===== config.mk =====
export PLATFORM = sky130hd
export DESIGN_NAME = dco_exec
export DESIGN_NICKNAME = d
export VERILOG_FILES = /design/src/common/dco_pkg.sv /design/src/design/dco_decode.sv /design/src/design/dco_exec.sv
export SDC_FILE = /design/constraint.sdc
export NUM_CORES = 1
export LEC_CHECK = 0
export BUFFER_PORTS_ARGS = -buffer_cell sky130_fd_sc_hd__buf_4
export CORE_ASPECT_RATIO = 0.5
export CORE_MARGIN = 3
export CORE_UTILIZATION = 40
export DETAILED_ROUTE_END_ITERATION = 6
export HOLD_SLACK_MARGIN = 0.06
export PLACE_DENSITY = 0.67
export SLEW_MARGIN = 10
export SYNTH_ARGS = -nofsm -noshare
export SYNTH_HDL_FRONTEND = slang
export SYNTH_SLANG_ARGS = --single-unit

===== constraint.sdc =====
create_clock -name clk -period 3.45 [get_ports clk]
set_input_delay 0.69 -clock clk [delete_from_list [all_inputs] [get_ports clk]]
set_output_delay 0.69 -clock clk [all_outputs]
set_load 0.1 [all_outputs]

===== src/common/dco_pkg.sv =====
// Constants and types shared by the decrement and complement execute logic.
// Assumes a core that presents one 14-bit instruction word per instruction cycle.
package dco_pkg;
	// ----------------------------------------------------------------
	// Instruction word layout
	// ----------------------------------------------------------------
	localparam int          INSN_W        = 14;
	localparam int          DATA_W        = 8;
	localparam int          ADDR_W        = 7;
	localparam int          OPC_HI        = 13;
	localparam int          OPC_LO        = 8;
	localparam int          TGT_BIT       = 7;
	localparam logic [5:0]  OPC_DEC       = 6'h03;
	localparam logic [5:0]  OPC_COM       = 6'h09;
	localparam logic [5:0]  OPC_DEC_SKIP  = 6'h0B;
	// ----------------------------------------------------------------
	// Reset values and the decrement step
	// ----------------------------------------------------------------
	localparam logic [7:0]  ACC_RESET     = 8'h00;
	localparam logic        ZERO_RESET    = 1'b0;
	localparam logic [7:0]  ONE_BYTE      = 8'h01;

	typedef enum logic [1:0] {
		DCO_OP_NONE,
		DCO_OP_DEC,
		DCO_OP_COM,
		DCO_OP_DEC_SKIP
	} dco_op_t;
endpackage


===== src/design/dco_decode.sv =====
// Instruction decoder for the three register-file operations.
// Assumes a stable instruction word from the core fetch stage.
`timescale 1ns/100ps
`default_nettype none
module dco_decode (
	input  wire logic [dco_pkg::INSN_W-1:0] insn,
	output dco_pkg::dco_op_t                 op,
	output logic                             to_file,
	output logic [dco_pkg::ADDR_W-1:0]      file_addr
);
	import dco_pkg::*;

	// Upper six bits select the operation; low byte holds target and address.
	always_comb begin
		op = DCO_OP_NONE;
		if (insn[OPC_HI:OPC_LO] == OPC_COM) begin
			op = DCO_OP_COM;
		end else if (insn[OPC_HI:OPC_LO] == OPC_DEC_SKIP) begin
			op = DCO_OP_DEC_SKIP;
		end else if (insn[OPC_HI:OPC_LO] == OPC_DEC) begin
			op = DCO_OP_DEC;
		end
	end

	assign to_file   = insn[TGT_BIT];
	assign file_addr = insn[ADDR_W-1:0];
endmodule
`default_nettype wire


===== src/design/dco_exec.sv =====
// Execute stage for decrement, complement and decrement-with-skip.
// Assumes the file register read data is valid in the same cycle as the word.
// Assumes the core leaves one slot free after a file-target word, as read and write share one address.
// Reset is synchronous and active high; it clears the idle slot and any pending write.
`timescale 1ns/100ps
`default_nettype none
module dco_exec (
	input  wire logic                        clk,
	input  wire logic                        reset,
	input  wire logic                        insn_valid,
	input  wire logic [dco_pkg::INSN_W-1:0]  insn,
	input  wire logic [dco_pkg::DATA_W-1:0]  file_rdata,
	output logic [dco_pkg::ADDR_W-1:0]       file_addr,
	output logic                             file_we,
	output logic [dco_pkg::DATA_W-1:0]       file_wdata,
	output logic [dco_pkg::DATA_W-1:0]       acc,
	output logic                             zero_flag,
	output logic                             idle_slot,
	output logic                             busy
);
	import dco_pkg::*;

	// ----------------------------------------------------------------
	// Decode
	// ----------------------------------------------------------------
	// Fields of the word currently on the instruction input.
	dco_op_t            op;
	logic               to_file;
	logic [ADDR_W-1:0]  dec_addr;

	// Combinational decoder for the current word.
	dco_decode u_decode (
		.insn      (insn),
		.op        (op),
		.to_file   (to_file),
		.file_addr (dec_addr)
	);

	// Decrement by one, wrapping through zero.
	function automatic logic [DATA_W-1:0] dec_byte(input logic [DATA_W-1:0] v);
		dec_byte = v - ONE_BYTE;
	endfunction

	// ----------------------------------------------------------------
	// Execute state
	// ----------------------------------------------------------------
	// Registered execute state, its next values and the shared result.
	logic [DATA_W-1:0]  acc_r, acc_nxt;
	logic               zero_r, zero_nxt;
	logic               skip_r, skip_nxt;
	logic [DATA_W-1:0]  wdata_r, wdata_nxt;
	logic               we_r, we_nxt;
	logic [ADDR_W-1:0]  addr_r, addr_nxt;
	logic               exec;
	logic [DATA_W-1:0]  result;

	// A word arriving during the idle slot is the discarded one.
	assign exec = insn_valid && !skip_r;

	// Next-state computation for accumulator, zero flag, write port and skip.
	always_comb begin
		acc_nxt   = acc_r;
		zero_nxt  = zero_r;
		skip_nxt  = 1'b0;
		wdata_nxt = wdata_r;
		we_nxt    = 1'b0;
		addr_nxt  = addr_r;
		result    = dec_byte(file_rdata);
		if (exec) begin
			// The decrement is the default result; complement replaces it.
			case (op)
				DCO_OP_COM: begin
					result   = ~file_rdata;
					zero_nxt = (result == '0);
				end
				DCO_OP_DEC: begin
					zero_nxt = (result == '0);
				end
				DCO_OP_DEC_SKIP: begin
					skip_nxt = (result == '0);
				end
				default: begin
					result = file_rdata;
				end
			endcase
			// Route the result by the target bit; a file write goes out one cycle later.
			if (op != DCO_OP_NONE) begin
				if (to_file) begin
					we_nxt    = 1'b1;
					wdata_nxt = result;
					addr_nxt  = dec_addr;
				end else begin
					acc_nxt = result;
				end
			end
		end
	end

	// Registers for the execute state.
	always_ff @(posedge clk) begin
		if (reset) begin
			acc_r   <= ACC_RESET;
			zero_r  <= ZERO_RESET;
			skip_r  <= 1'b0;
			wdata_r <= '0;
			we_r    <= 1'b0;
			addr_r  <= '0;
		end else begin
			acc_r   <= acc_nxt;
			zero_r  <= zero_nxt;
			skip_r  <= skip_nxt;
			wdata_r <= wdata_nxt;
			we_r    <= we_nxt;
			addr_r  <= addr_nxt;
		end
	end

	// Registered results drive the data and strobe outputs.
	assign acc        = acc_r;
	assign zero_flag  = zero_r;
	assign file_we    = we_r;
	assign file_wdata = wdata_r;

	// The port reads the decoded address while a word executes, else it shows the pending write address.
	// A write in the slot after a file-target word would land on the next word's address, hence the free slot.
	assign file_addr  = exec ? dec_addr : addr_r;

	// The idle slot also tells the core that the fetched word was dropped.
	assign idle_slot  = skip_r;
	assign busy       = skip_r;
endmodule
`default_nettype wire


==> run summary <==
initial core utilization = 0.4397
CTS Buf Count = 3
fin crit period = 2.548 ns
clock-pin slew on the worst setup and hold paths = 0.09 ns
# H-tree levels = 1
syn avg cell area = 7.922 um^2
# resized after CTS = 0
area of the mapped netlist = 1386 um^2
DRC Markers = 0
predominant post-synthesis flop cell = dfxtp_1
switching share of power = 0.2782
Worst-Skew Late Latency = 0.27 ns
Die Wd = 89.26 um
min-delay worst type = register to register
vias = 1376
Post-Synth XOR/XNOR Area = 0.006318
YS warnings = 0
RSZ-0062 raised after global routing = false
setup bufs post-CTS = 0
worst slew pin tran = 0.6526 ns
design area = 1882 um^2
commonest cells in the netlist = nand2_1, dfxtp_1, nor2_1
Root Driver = clkbuf_8
syn_nets = 207
clock power share = 0.361
max-cap viol count = 0
Crit. End Element = register
Die ar. = 4251 um^2
CTS tree = yes
share of the core filled with cells = 0.5968
clk sinks = 26
final setup violation count = 0
register area share after synthesis = 0.3755
core outline area = 3153 um^2
FMAX = 0.3925 GHz
mux cell area share after synthesis = 0
Post-Route Skew = 0.004631 ns
period utilisation layout = 0.7385
Initial DRC Count = 65
DP Area = 1810 um^2
DR pass1 iterations = 4
Layout Area Growth over Synthesis = 35.74%
number of global-route vias before repair = 1223
Reg power frac = 0.440
cell count after synthesis = 175
Pint = 0.5005 mW
GR Overflow Total = 0
P_leak = 0.8112 nW
Synth cell types = 37
Setup Crit Path Kind = input pin to register
share of cells above drive strength 1 = 0.2857
Slew HR = 0.5609
Top Ports = 52
count leader, synth = nand2_1
Post-synth EDFFs = 0
WP data required = 3.63 ns
Yosys top cell area share = 0.3755
Synth Area in Compound Gates = 0.2049
worst-path fanout max = 13
startpoint types = input pin
Worst Setup Slack, final = 0.9023 ns
Slew Limit Fails = 0
Detail Route Antenna Nets = 0
area leader, netlist = dfxtp_1
FF+latch count, synth = 26
largest family of logic cells by synthesized area = simple AND/OR/NAND/NOR gates
Post-Route WL = 3.569 mm
number of port buffers = 51
Hold Slack = 0.4631 ns
peak supply drop = 0.1693 mV
Global Route Usage Sum = 0.1682
vias per cell = 5.212
first-pass GRT wire length = 5.506 mm
drt wl/cell = 13.52 um
number of diodes = 0
ys async rst share = 0
Rows = 14
largest net degree at the start of global routing = 27
Setup TNS = 0 ns
initial antenna violation count = 0
Power Density = 368.5 nW/um^2
status = finished, final reports clean
Simple-Gate Fraction of Synth Area = 0.3051
Worst EP arrival = 2.73 ns
Die Y = 47.63 um
final net count = 257
pre-CTS setup slack = 0.6390 ns
DP HPWL = 2.797 mm
sw power = 0.1929 mW
Hold Fails Final Rpt = 0
hold buffers post-CTS = 0
Area contributors post-synth = dfxtp_1, nand2_1, nor2_1
combinational share of power = 0.199
Max Root-Sink Buffers = 2
Adder-Cell Fraction of Synth Area = 0.06318
gp weighted congestion = 0.8076
[metal layers]
| layer | global-route usage | wire length, um | up-vias |
|---|---|---|---|
| met2 | 0.2870 | 1615 | 42 |
| met1 | 0.2228 | 1715 | 609 |
| met5 | 0 | 0 | - |
| met3 | 0.03608 | 210 | 5 |
| li1 | - | - | 720 |
| met4 | 0.04154 | 27 | 0 |
[state kept, by name, indices dropped and copies added (netlist names)]
| name | cells |
|---|---|
| acc | 8 |
| addr_r | 7 |
| busy | 1 |
| file_wdata | 8 |
| file_we | 1 |
| zero_flag | 1 |
[power by group through the flow]
stage                     clock network, mW  logic (mW)  registers (mW)
after floorplan                           0      0.0676           0.334
after global placement                    0       0.136           0.312
after detailed placement                  0       0.138           0.312
after CTS                             0.255       0.138           0.305
after global routing                  0.265       0.146           0.306
final                                 0.250       0.138           0.305
[path summary, 6_finish.rpt]
kind,from,to,slack [ns],cells past startpoint
worst min-delay path,addr_r[4],addr_r[4],0.46,2
worst min register to register,addr_r[4],addr_r[4],0.46,2
worst max-delay path,insn[10],acc[4],0.90,10
worst max register to register,busy,acc[4],1.80,5
[area by class of cell]
type,instances,area (um^2)
sequential,26,520.5
inverter,5,18.77
fill,309,1271
tap,40,50.05
multi-input combinational,134,808.3
clock buffer,3,41.29
clock inverter,1,30.03
timing repair buffer,55,412.9
[layout by cell type (no fill, tap or decap), types with 3 or more instances in the layout]
master / Yosys / final
dfxtp_1: 26 / 26
nor2_1: 24 / 24
a32oi_1: 3 / 3
or3_1: 4 / 4
buf_4: 1 / 55
ha_1: 7 / 7
clkbuf_8: 0 / 3
inv_1: 5 / 5
a211oi_1: 11 / 11
nand2_1: 40 / 40
a311oi_1: 6 / 6
a41o_1: 3 / 3
a21oi_1: 8 / 8
[logic make-up (layout without fill, tap and decap cells)]
| family | Yosys count | after routing |
|---|---|---|
| xor+xnor | 1 | 1 |
| flops | 26 | 26 |
| fa+ha+maj | 7 | 7 |
| compound gates | 38 | 38 |
| simple gates | 88 | 88 |
| buf+inv | 15 | 64 |
[per-stage QoR]
step	total power, mW	cells
3_3_place_gp	0.4487	260
5_1_grt	0.7172	264
4_1_cts	0.6981	264
2_1_floorplan	0.4011	175
3_5_place_dp	0.4503	260
6_report	0.6934	264
[worst max-delay path, cell delays in order]
cell,delay [ns]
buf_4,0.12
nor4b_4,0.25
buf_4,0.19
and2_1,0.17
inv_1,0.07
ha_1,0.34
nor3_2,0.37
buf_4,0.24
nor2_1,0.06
a311oi_1,0.23
Note: power is estimated with default switching activity, not from simulation.
